===== src/mmt_defs.svh =====
`ifndef MMT_DEFS_SVH
`define MMT_DEFS_SVH
`define MMT_OFS_CTRL   8'h00
`define MMT_OFS_A_CNT  8'h04
`define MMT_OFS_B_CNT  8'h08
`define MMT_OFS_B_RLD  8'h0C
`define MMT_OFS_STS    8'h10
`define MMT_OFS_MASK   8'h14
`define MMT_CTRL_W     10
`define MMT_CTRL_RST   10'h000
`define MMT_STS_A_REQ  0
`define MMT_STS_B_REQ  1
`define MMT_STS_B_OVF  2
`define MMT_STS_W      3
`define MMT_STS_RST    3'h0
`define MMT_CNT_RST    16'h0000
`define MMT_ALL_ONES   16'hFFFF
`define MMT_ALL_ZEROS  16'h0000
`define MMT_PRESCALE   4
`endif


===== src/mmt_pkg.sv =====
package mmt_pkg;
    typedef enum logic [1:0] {
        MMT_A_TMR = 2'h0,
        MMT_A_EVT = 2'h1,
        MMT_A_ONE = 2'h2,
        MMT_A_PWM = 2'h3
    } mmt_a_mode_e;
    typedef enum logic [1:0] {
        MMT_B_TMR  = 2'h0,
        MMT_B_EVT  = 2'h1,
        MMT_B_MEAS = 2'h2,
        MMT_B_RSV  = 2'h3
    } mmt_b_mode_e;
    // gray along idle -> run -> reload
    typedef enum logic [1:0] {
        MMT_IDLE = 2'h0,
        MMT_RUN  = 2'h1,
        MMT_RLD  = 2'h3
    } mmt_st_e;
    // control register, msb first
    typedef struct packed {
        logic        b_msel;
        mmt_b_mode_e b_mode;
        logic        a_ext;
        logic        a_free;
        logic        a_up;
        mmt_a_mode_e a_mode;
        logic        b_start;
        logic        a_start;
    } mmt_ctrl_s;
endpackage


===== src/mmt_timer.sv =====
`timescale 1ns/10ps
`include "mmt_defs.svh"
module mmt_timer #(
    parameter int PRESCALE = `MMT_PRESCALE
) (
    // clock and reset
    input  wire logic        clk_i,
    input  wire logic        rst_i,
    // wishbone slave
    input  wire logic        wb_cyc_i,
    input  wire logic        wb_stb_i,
    input  wire logic        wb_we_i,
    input  wire logic [7:0]  wb_adr_i,
    input  wire logic [3:0]  wb_sel_i,
    input  wire logic [31:0] wb_dat_i,
    output logic      [31:0] wb_dat_o,
    output logic             wb_ack_o,
    // pins
    input  wire logic        first_timer_trigger_input_i,
    input  wire logic        a_event_i,
    input  wire logic        b_event_i,
    input  wire logic        b_meas_i,
    output logic             first_timer_output_pin_o,
    output logic             irq_o
);
    logic                      ack_r;
    logic                      req;
    logic                      wr;
    mmt_pkg::mmt_ctrl_s        ctrl_r;
    mmt_pkg::mmt_ctrl_s        ctrl_nxt;
    logic [`MMT_STS_W-1:0]     sts_r;
    logic [`MMT_STS_W-1:0]     mask_r;
    logic [`MMT_STS_W-1:0]     sts_set;
    logic [15:0]               a_cnt_r;
    logic [15:0]               a_rld_r;
    logic [15:0]               b_cnt_r;
    logic [15:0]               b_rld_r;
    mmt_pkg::mmt_st_e          a_st_r;
    mmt_pkg::mmt_st_e          b_st_r;
    logic                      a_run_q;
    logic                      b_run_q;
    logic                      a_irq_p;
    logic                      b_irq_p;
    logic                      b_ovf_p;
    logic                      a_trig_r;
    logic                      a_rt_r;
    logic                      out_r;
    logic                      b_first_r;
    logic                      trg_q;
    logic                      aev_q;
    logic                      bev_q;
    logic                      bms_q;
    logic [15:0]               pre_r;
    logic                      tick;
    logic                      a_stop;
    logic                      a_go;
    logic                      a_ev;
    logic                      b_ev;
    logic                      b_edge;
    logic                      a_mch;
    logic                      b_mch;
    logic [31:0]               wmask;

    // byte-lane merge of a write into an old value
    function automatic logic [31:0] merge(input logic [31:0] old, input logic [31:0] nw,
                                          input logic [3:0] sel);
        logic [31:0] r;
        r = old;
        for (int i = 0; i < 4; i++) begin
            if (sel[i]) begin
                r[i*8 +: 8] = nw[i*8 +: 8];
            end
        end
        return r;
    endfunction

    // bus handshake: ack one cycle after request, write on the ack edge
    assign req      = wb_cyc_i & wb_stb_i & ~ack_r;
    assign wr       = wb_cyc_i & wb_stb_i & wb_we_i & ack_r;
    assign wb_ack_o = ack_r;
    assign wmask    = merge(32'h0000_0000, wb_dat_i, wb_sel_i);
    always_ff @(posedge clk_i) begin
        if (rst_i) begin
            ack_r <= 1'b0;
        end else begin
            ack_r <= req;
        end
    end

    // read data sampled at request, held for the ack cycle
    always_ff @(posedge clk_i) begin
        if (rst_i) begin
            wb_dat_o <= 32'h0000_0000;
        end else if (req) begin
            case (wb_adr_i)
                `MMT_OFS_CTRL:  wb_dat_o <= {22'h00_0000, ctrl_r};
                `MMT_OFS_A_CNT: wb_dat_o <= {16'h0000, a_cnt_r};
                `MMT_OFS_B_CNT: wb_dat_o <= {16'h0000, b_cnt_r};
                `MMT_OFS_B_RLD: wb_dat_o <= {16'h0000, b_rld_r};
                `MMT_OFS_STS:   wb_dat_o <= {29'h0000_0000, sts_r};
                `MMT_OFS_MASK:  wb_dat_o <= {29'h0000_0000, mask_r};
                default:        wb_dat_o <= 32'h0000_0000;
            endcase
        end
    end

    // control register and mode-change detection
    assign ctrl_nxt = mmt_pkg::mmt_ctrl_s'(
        merge({22'h00_0000, ctrl_r}, wb_dat_i, wb_sel_i) & 32'h0000_03FF);
    assign a_mch = wr && wb_adr_i == `MMT_OFS_CTRL
                && (ctrl_r.a_mode == mmt_pkg::MMT_A_TMR || ctrl_r.a_mode == mmt_pkg::MMT_A_EVT)
                && (ctrl_nxt.a_mode == mmt_pkg::MMT_A_ONE
                    || ctrl_nxt.a_mode == mmt_pkg::MMT_A_PWM);
    assign b_mch = wr && wb_adr_i == `MMT_OFS_CTRL && ctrl_r.b_start
                && ctrl_r.b_mode[1] && ctrl_nxt.b_msel != ctrl_r.b_msel;
    always_ff @(posedge clk_i) begin
        if (rst_i) begin
            ctrl_r <= mmt_pkg::mmt_ctrl_s'(`MMT_CTRL_RST);
        end else if (wr && wb_adr_i == `MMT_OFS_CTRL) begin
            ctrl_r <= ctrl_nxt;
        end
    end

    // sticky status, set wins over write-one-to-clear; mask register
    always_comb begin
        sts_set = '0;
        sts_set[`MMT_STS_A_REQ] = a_irq_p | a_mch;
        sts_set[`MMT_STS_B_REQ] = b_irq_p | b_mch;
        sts_set[`MMT_STS_B_OVF] = b_ovf_p;
    end
    always_ff @(posedge clk_i) begin
        if (rst_i) begin
            sts_r  <= `MMT_STS_RST;
            mask_r <= `MMT_STS_RST;
        end else begin
            if (wr && wb_adr_i == `MMT_OFS_STS) begin
                sts_r <= (sts_r & ~wmask[`MMT_STS_W-1:0]) | sts_set;
            end else begin
                sts_r <= sts_r | sts_set;
            end
            if (wr && wb_adr_i == `MMT_OFS_MASK) begin
                mask_r <= wmask[`MMT_STS_W-1:0];
            end
        end
    end
    assign irq_o = |(sts_r & mask_r);

    // count-source prescaler and input edge history
    assign tick = (pre_r == 16'(PRESCALE - 1));
    always_ff @(posedge clk_i) begin
        if (rst_i) begin
            pre_r   <= 16'h0000;
            a_run_q <= 1'b0;
            b_run_q <= 1'b0;
            trg_q   <= 1'b0;
            aev_q   <= 1'b0;
            bev_q   <= 1'b0;
            bms_q   <= 1'b0;
        end else begin
            pre_r   <= tick ? 16'h0000 : pre_r + 16'h0001;
            a_run_q <= ctrl_r.a_start;
            b_run_q <= ctrl_r.b_start;
            trg_q   <= first_timer_trigger_input_i;
            aev_q   <= a_event_i;
            bev_q   <= b_event_i;
            bms_q   <= b_meas_i;
        end
    end
    assign a_stop = a_run_q & ~ctrl_r.a_start;
    assign a_go   = ~a_run_q & ctrl_r.a_start;
    assign a_ev   = ctrl_r.a_mode == mmt_pkg::MMT_A_EVT ? (a_event_i & ~aev_q) : tick;
    assign b_ev   = ctrl_r.b_mode == mmt_pkg::MMT_B_EVT ? (b_event_i & ~bev_q) : tick;
    assign b_edge = ctrl_r.b_msel ? (b_meas_i ^ bms_q) : (b_meas_i & ~bms_q);

    // first timer reload register
    always_ff @(posedge clk_i) begin
        if (rst_i) begin
            a_rld_r <= `MMT_CNT_RST;
        end else if (wr && wb_adr_i == `MMT_OFS_A_CNT) begin
            a_rld_r <= 16'(merge({16'h0000, a_rld_r}, wb_dat_i, wb_sel_i));
        end
    end

    // one-shot trigger latch, set wins so a trigger is never lost when every clock ticks
    always_ff @(posedge clk_i) begin
        if (rst_i) begin
            a_trig_r <= 1'b0;
        end else if (ctrl_r.a_start && (ctrl_r.a_ext ? (first_timer_trigger_input_i & ~trg_q)
                                                   : a_go)) begin
            a_trig_r <= 1'b1;
        end else if (tick) begin
            a_trig_r <= 1'b0;
        end
    end

    // first timer counter, output and request pulse
    always_ff @(posedge clk_i) begin
        if (rst_i) begin
            a_cnt_r <= `MMT_CNT_RST;
            a_st_r  <= mmt_pkg::MMT_IDLE;
            out_r   <= 1'b0;
            a_rt_r  <= 1'b0;
            a_irq_p <= 1'b0;
        end else begin
            a_irq_p <= 1'b0;
            if (wr && wb_adr_i == `MMT_OFS_A_CNT && !ctrl_r.a_start) begin
                a_cnt_r <= wb_dat_i[15:0];
            end else if (a_st_r == mmt_pkg::MMT_RLD) begin
                a_cnt_r <= a_rld_r;
                a_st_r  <= mmt_pkg::MMT_RUN;
            end else if (ctrl_r.a_mode == mmt_pkg::MMT_A_ONE
                         || ctrl_r.a_mode == mmt_pkg::MMT_A_PWM) begin
                if (a_stop && a_st_r != mmt_pkg::MMT_IDLE) begin
                    a_st_r <= mmt_pkg::MMT_IDLE;
                    out_r  <= 1'b0;
                    a_irq_p <= out_r || ctrl_r.a_mode == mmt_pkg::MMT_A_ONE;
                    if (ctrl_r.a_mode == mmt_pkg::MMT_A_ONE) begin
                        a_cnt_r <= a_rld_r;
                    end
                end else if (tick && a_trig_r && a_st_r == mmt_pkg::MMT_IDLE) begin
                    out_r   <= 1'b1;
                    a_cnt_r <= a_rld_r;
                    a_st_r  <= mmt_pkg::MMT_RUN;
                end else if (tick && a_st_r == mmt_pkg::MMT_RUN) begin
                    a_rt_r <= a_trig_r && ctrl_r.a_mode == mmt_pkg::MMT_A_ONE;
                    if (a_rt_r) begin
                        a_cnt_r <= a_rld_r;
                    end else if (a_cnt_r != `MMT_ALL_ZEROS || a_trig_r) begin
                        a_cnt_r <= a_cnt_r - 16'h0001;
                    end else if (ctrl_r.a_mode == mmt_pkg::MMT_A_ONE) begin
                        out_r   <= 1'b0;
                        a_irq_p <= 1'b1;
                        a_cnt_r <= a_rld_r;
                        a_st_r  <= mmt_pkg::MMT_IDLE;
                    end else begin
                        out_r   <= ~out_r;
                        a_irq_p <= out_r;
                        a_cnt_r <= out_r ? ~a_rld_r : a_rld_r;
                    end
                end
            end else if (ctrl_r.a_start && a_ev) begin
                a_st_r <= mmt_pkg::MMT_RUN;
                if (ctrl_r.a_mode == mmt_pkg::MMT_A_EVT && ctrl_r.a_up) begin
                    a_cnt_r <= a_cnt_r + 16'h0001;
                    if (a_cnt_r == `MMT_ALL_ONES) begin
                        a_irq_p <= 1'b1;
                        a_cnt_r <= `MMT_ALL_ZEROS;
                        a_st_r  <= ctrl_r.a_free ? mmt_pkg::MMT_RUN : mmt_pkg::MMT_RLD;
                    end
                end else begin
                    a_cnt_r <= a_cnt_r - 16'h0001;
                    if (a_cnt_r == `MMT_ALL_ZEROS) begin
                        a_irq_p <= 1'b1;
                        a_cnt_r <= `MMT_ALL_ONES;
                        a_st_r  <= (ctrl_r.a_mode == mmt_pkg::MMT_A_EVT && ctrl_r.a_free)
                                   ? mmt_pkg::MMT_RUN : mmt_pkg::MMT_RLD;
                    end
                end
            end else if (!ctrl_r.a_start) begin
                a_st_r <= mmt_pkg::MMT_IDLE;
                out_r  <= 1'b0;
            end
        end
    end
    assign first_timer_output_pin_o = out_r;

    // second timer: timer, event count and pulse measurement
    always_ff @(posedge clk_i) begin
        if (rst_i) begin
            b_cnt_r   <= `MMT_CNT_RST;
            b_rld_r   <= `MMT_CNT_RST;
            b_st_r    <= mmt_pkg::MMT_IDLE;
            b_first_r <= 1'b0;
            b_irq_p   <= 1'b0;
            b_ovf_p   <= 1'b0;
        end else begin
            b_irq_p <= 1'b0;
            b_ovf_p <= 1'b0;
            if (wr && wb_adr_i == `MMT_OFS_B_CNT) begin
                b_rld_r <= wb_dat_i[15:0];
                if (!ctrl_r.b_start) begin
                    b_cnt_r <= wb_dat_i[15:0];
                end
            end else if (ctrl_r.b_mode[1]) begin
                if (!b_run_q && ctrl_r.b_start) begin
                    b_first_r <= 1'b1;
                end else if (ctrl_r.b_start && b_edge) begin
                    b_rld_r   <= b_cnt_r;
                    b_cnt_r   <= `MMT_ALL_ZEROS;
                    b_first_r <= 1'b0;
                    b_irq_p   <= ~b_first_r;
                end else if (ctrl_r.b_start && tick) begin
                    b_cnt_r <= b_cnt_r + 16'h0001;
                    if (b_cnt_r == `MMT_ALL_ONES) begin
                        b_ovf_p <= 1'b1;
                        b_irq_p <= 1'b1;
                    end
                end
            end else if (b_st_r == mmt_pkg::MMT_RLD) begin
                b_cnt_r <= b_rld_r;
                b_st_r  <= mmt_pkg::MMT_RUN;
            end else if (ctrl_r.b_start && b_ev) begin
                b_st_r <= mmt_pkg::MMT_RUN;
                if (b_cnt_r == `MMT_ALL_ZEROS) begin
                    b_cnt_r <= `MMT_ALL_ONES;
                    b_irq_p <= 1'b1;
                    b_st_r  <= mmt_pkg::MMT_RLD;
                end else begin
                    b_cnt_r <= b_cnt_r - 16'h0001;
                end
            end
        end
    end

    a_reload_ones: assert property (@(posedge clk_i) disable iff (rst_i)
        (ctrl_r.a_mode == mmt_pkg::MMT_A_TMR && ctrl_r.a_start && tick && a_cnt_r == 16'h0000
         && a_st_r != mmt_pkg::MMT_RLD && !wr)
        |=> a_cnt_r == 16'hFFFF ##1 a_cnt_r == a_rld_r)
        else $error("timer reload read not all ones");
    a_evt_ovf_zero: assert property (@(posedge clk_i) disable iff (rst_i)
        (ctrl_r.a_mode == mmt_pkg::MMT_A_EVT && ctrl_r.a_up && !ctrl_r.a_free && ctrl_r.a_start
         && a_ev && a_cnt_r == 16'hFFFF && a_st_r != mmt_pkg::MMT_RLD && !wr)
        |=> a_cnt_r == 16'h0000 && a_st_r == mmt_pkg::MMT_RLD)
        else $error("overflow reload read not zero");
    a_halt_write: assert property (@(posedge clk_i) disable iff (rst_i)
        (wr && wb_adr_i == 8'h04 && !ctrl_r.a_start && wb_sel_i == 4'hF)
        |=> a_cnt_r == $past(wb_dat_i[15:0]))
        else $error("halted write not read back");
    a_os_stop: assert property (@(posedge clk_i) disable iff (rst_i)
        (ctrl_r.a_mode == mmt_pkg::MMT_A_ONE && a_stop && a_st_r == mmt_pkg::MMT_RUN && !wr)
        |=> !first_timer_output_pin_o && a_cnt_r == $past(a_rld_r) ##1 sts_r[0])
        else $error("one-shot stop misbehaved");
    a_out_sync: assert property (@(posedge clk_i) disable iff (rst_i)
        $rose(first_timer_output_pin_o) |-> $past(tick))
        else $error("output rose off a tick");
    a_mode_req: assert property (@(posedge clk_i) disable iff (rst_i)
        a_mch |=> sts_r[0])
        else $error("mode entry did not request");
    a_pwm_low_stop: assert property (@(posedge clk_i) disable iff (rst_i)
        (ctrl_r.a_mode == mmt_pkg::MMT_A_PWM && a_stop && a_st_r == mmt_pkg::MMT_RUN && !out_r
         && !wr) |=> !out_r && !a_irq_p)
        else $error("pwm low stop raised request");
    a_msel_req: assert property (@(posedge clk_i) disable iff (rst_i)
        b_mch |=> sts_r[1])
        else $error("select change did not request");
    a_first_edge: assert property (@(posedge clk_i) disable iff (rst_i)
        (ctrl_r.b_mode[1] && b_first_r && ctrl_r.b_start && b_edge && b_run_q && !wr)
        |=> !b_irq_p && b_rld_r == $past(b_cnt_r))
        else $error("first edge raised request");
    c_os_run: cover property (@(posedge clk_i) $rose(first_timer_output_pin_o)
        && ctrl_r.a_mode == mmt_pkg::MMT_A_ONE);
    c_pwm_fall: cover property (@(posedge clk_i) a_irq_p && ctrl_r.a_mode == mmt_pkg::MMT_A_PWM);
    c_meas_cap: cover property (@(posedge clk_i) b_irq_p && ctrl_r.b_mode[1]);
    c_irq: cover property (@(posedge clk_i) irq_o);
endmodule // mmt_timer


===== config.mk =====
export PLATFORM = sky130hd
export DESIGN_NAME = mmt_timer
export DESIGN_NICKNAME = d
export VERILOG_FILES = /design/src/mmt_pkg.sv /design/src/mmt_timer.sv
export VERILOG_INCLUDE_DIRS = /design/src /design/src/src
export SDC_FILE = /design/constraint.sdc
export NUM_CORES = 1
export LEC_CHECK = 0
export BUFFER_PORTS_ARGS = -buffer_cell sky130_fd_sc_hd__buf_2
export CAP_MARGIN = 20
export CORE_ASPECT_RATIO = 1.1
export CORE_MARGIN = 1
export CORE_UTILIZATION = 30
export DETAILED_ROUTE_END_ITERATION = 8
export GPL_TIMING_DRIVEN = 0
export PLACE_DENSITY_LB_ADDON = 0.15
export RECOVER_POWER = 100
export REMOVE_ABC_BUFFERS = 1
export SLEW_MARGIN = 15
export SYNTH_ARGS = -nofsm -noshare
export SYNTH_HDL_FRONTEND = slang
export SYNTH_SLANG_ARGS = --single-unit

===== constraint.sdc =====
create_clock -name clk_i -period 3.1 [get_ports clk_i]
set_input_delay 0.465 -clock clk_i [delete_from_list [all_inputs] [get_ports clk_i]]
set_output_delay 0.465 -clock clk_i [all_outputs]
set_load 0.02 [all_outputs]

==> impl_metrics.py <==
metrics = {
    "pwr": {
        "vdd_drop_max_uv": 278,
        "power_density_mw_per_mm2": 443,
        "totalPowerFinal_w": 0.00429,
        "p_leak_nw": 3.36,
    },
    "synthesis": {
        "synth_compound_area_share_pct": 24.4,
        "synth-simple-area-share_pct": 26.9,
        "yosysWarningCount": 0,
        "synthMuxAreaShare_pct": 5.22,
        "ys_seq_elements": 130,
        "synth_area_sq_mm": 0.00852,
        "synth_top_family_by_area": "simple AND/OR/NAND/NOR gates",
        "synth-async-reset-ratio_pct": 0,
        "syn_area_per_cell_sq_um": 7.39,
        "yosysUniqueCellTypes": 80,
        "synth_edf_count": 0,
        "synth-adder-area-share_pct": 1.18,
        "ys_top_cells_by_area": "dfxtp_1, nor2_1, a21oi_1, mux2i_1, nand2_1",
        "syn_inst": 1152,
        "ys_seq_area_share_pct": 30.6,
        "synth.largest_area_cell": "dfxtp_1",
        "synthXorXnorAreaFrac_pct": 5.14,
        "yosysTopAreaCellShare_pct": 30.6,
        "synthFlopType": "dfxtp_1",
    },
    "global_route": {
        "globalRouteTotalUtil_pct": 23.0,
        "grt_pass1_vias": 8346,
        "grt_overflow": 0,
        "grt_max_degree": 74,
        "antenna_found_initial": 0,
        "grt_pass1_wl_um": 50400,
    },
    "drt": {
        "drt_iter0_drc": 831,
        "route.detailed.drc": 0,
        "wirelength_um": 32900,
        "wl_per_cell_um": 21.5,
        "drtPass1Iterations": 8,
        "via_per_inst": 5.77,
        "drtAntennaViolNets": 0,
        "vias": 8800,
    },
    "timing": {
        "tns_ns": 0,
        "rsz0062_at_grt": "no",
        "period_minus_slack_ns": 2.98,
        "setup_viol": 0,
        "hold_viol": 0,
        "max_slew_margin_pct": 24.0,
        "tightest_slew_ns": 1.14,
        "finalMaxSlewViolations": 0,
        "max_clock_freq_mhz": 335,
        "min_period_over_period_pct": 96.2,
        "hold-worst-slack_ns": 0.249,
        "clock_skew_ns": 0.0129,
    },
    "layout": {
        "area_delta_synth_final_pct": 13.7,
        "layout_commonest_cell": "nor2_1",
        "final_net_count": 1211,
        "final_cell_mix": "nor2_1, dfxtp_1, nand2_1, a21oi_1, o21ai_0",
        "n_fill_cell": 3031,
        "antenna_cells": 0,
        "drive_gt1_share_pct": 9.72,
    },
    "critical_path": {
        "worst_path_max_delay_cell": "a2111oi_0",
        "crit_chain": "nor2b_1 > and2_2 > a221oi_1 > a2111oi_0 > nor4_1 > a32o_1",
        "max_stage_delay_ns": 0.75,
        "critical_path_class": "flip-flop to flip-flop",
        "crit_buf_inv": 0,
        "worstSetupEndpointType": "flip-flop",
        "cp_max_fo": 18,
        "cp.required_ns": 3.43,
        "crit_family": "compound AO/OA/AOI/OAI gates",
        "crit_arrival_ns": 3.31,
        "start_kind": "flip-flop",
    },
    "clock_tree": {
        "clkSinkCount": 130,
        "cts_tree": "done",
        "cts.path.max_buffers": 2,
        "clockRootBuffer": "clkbuf_16",
        "cts_buffers": 17,
        "cts.clk_slew.worst_paths_ns": 0.07,
        "clk_latency_ns": 0.44,
        "htree_levels": 4,
    },
    "die": {
        "rows": 64,
        "fp.dieArea_sq_mm": 0.0291,
        "start_util_pct": 30.6,
        "die_h_um": 179,
        "core_area_sq_mm": 0.0279,
        "fp.dieW_um": 163,
        "io_pins": 88,
    },
    "placement": {
        "hpwl_um": 23700,
        "gp_congestion": 0.927,
        "port_buffers": 53,
    },
    "flow_run": {
        "maxCapViolations": 0,
    },
    "min_path": {
        "hold_path_class": "input pin to flip-flop",
    },
    "status": {
        "status": "completed",
    },
}
what timing repair did:
action | in CTS | in global routing
pin swaps | 1 | 1
hold buffers | 0 | 0
resized for setup | 5 | 14
setup endpoints to repair | 10 | 12
buffers inserted | 3 | 2
endpoints found under the hold margin | 0 | 0
cell type report:
class	instances	area, sq um	area share (%)
tap	363	454	4.69
inverter	23	86.3	0.892
sequential	130	2610	26.9
multi-input combinational	909	5510	56.9
clock inverter	13	198	2.04
timing repair buffer	69	384	3.97
clock buffer	19	443	4.58
through the flow:
step / utilization [%] / instances / setup slack, ns / instance area, sq um
2_1_floorplan: - / 1062 / 0.183 / 8100
3_3_place_gp: 31.6 / 1478 / -1.46 / 8820
3_5_place_dp: 32.1 / 1488 / -0.335 / 8960
4_1_cts: 34.6 / 1523 / 0.0179 / 9640
5_1_grt: 34.7 / 1526 / 0.0421 / 9680
6_report: 34.7 / 1526 / 0.117 / 9680
routing by layer:
metal	part of all wire (%)	wire length (um)	track usage [%]
met5	0	0	0
met4	2.2	726	7.71
met3	5.5	1800	4.30
met2	47	15400	37.2
met1	45	14900	30.6
power by group:
part | leakage [nW] | internal (W) | total (W) | switching [W]
clock | 0.314 | 0.00138 | 0.00226 | 0.000873
combinational | 2.00 | 0.000105 | 0.000334 | 0.000229
sequential | 1.05 | 0.00168 | 0.00169 | 0.0000152
cells in the mapped netlist (7+ instances only):
cell / n
a31oi_1: 15
dfxtp_1: 130
nand3_1: 38
nand4_1: 15
xnor2_1: 28
nor3_1: 38
nor2b_1: 11
a22oi_1: 7
inv_1: 21
or3_1: 10
and3_1: 9
nor2_1: 170
o31ai_1: 7
a221oi_1: 7
buf_4: 16
a21oi_1: 97
a222oi_1: 17
a211oi_1: 31
or4_1: 8
mux2i_1: 41
clkbuf_1: 76
o21ai_0: 55
nand2b_1: 9
o21ai_1: 7
xor2_1: 22
nor4_1: 21
ha_1: 8
nand2_1: 106
state kept, by name, indices dropped and copies added, names as in the netlist, 3 cells and up, named ones only:
| signal | cells |
|---|---|
| b_rld_r | 16 |
| pre_r | 16 |
| b_cnt_r | 16 |
| sts_r | 3 |
| a_cnt_r | 16 |
| a_rld_r | 16 |
| mask_r | 3 |
| ctrl_r | 9 |
| wb_dat_o | 16 |
kinds of logic after synthesis:
| group | count (synthesis) |
|---|---|
| compound gates | 315 |
| simple gates | 476 |
| fa+ha+maj | 8 |
| flops | 130 |
| buf+inv | 128 |
| xor+xnor | 50 |
| mux | 44 |
| other cells | 1 |
path summary, 6_finish.rpt:
check	startpoint	to	slack, ns	cells after the start
max	flip-flop	a_cnt_r[2]	0.12	6
min	b_event_i	bev_q	0.25	2
max reg2reg	flip-flop	a_cnt_r[2]	0.12	6
min reg2reg	b_ovf_p	sts_r[2]	0.45	2
(Power assumes the default switching activity.)
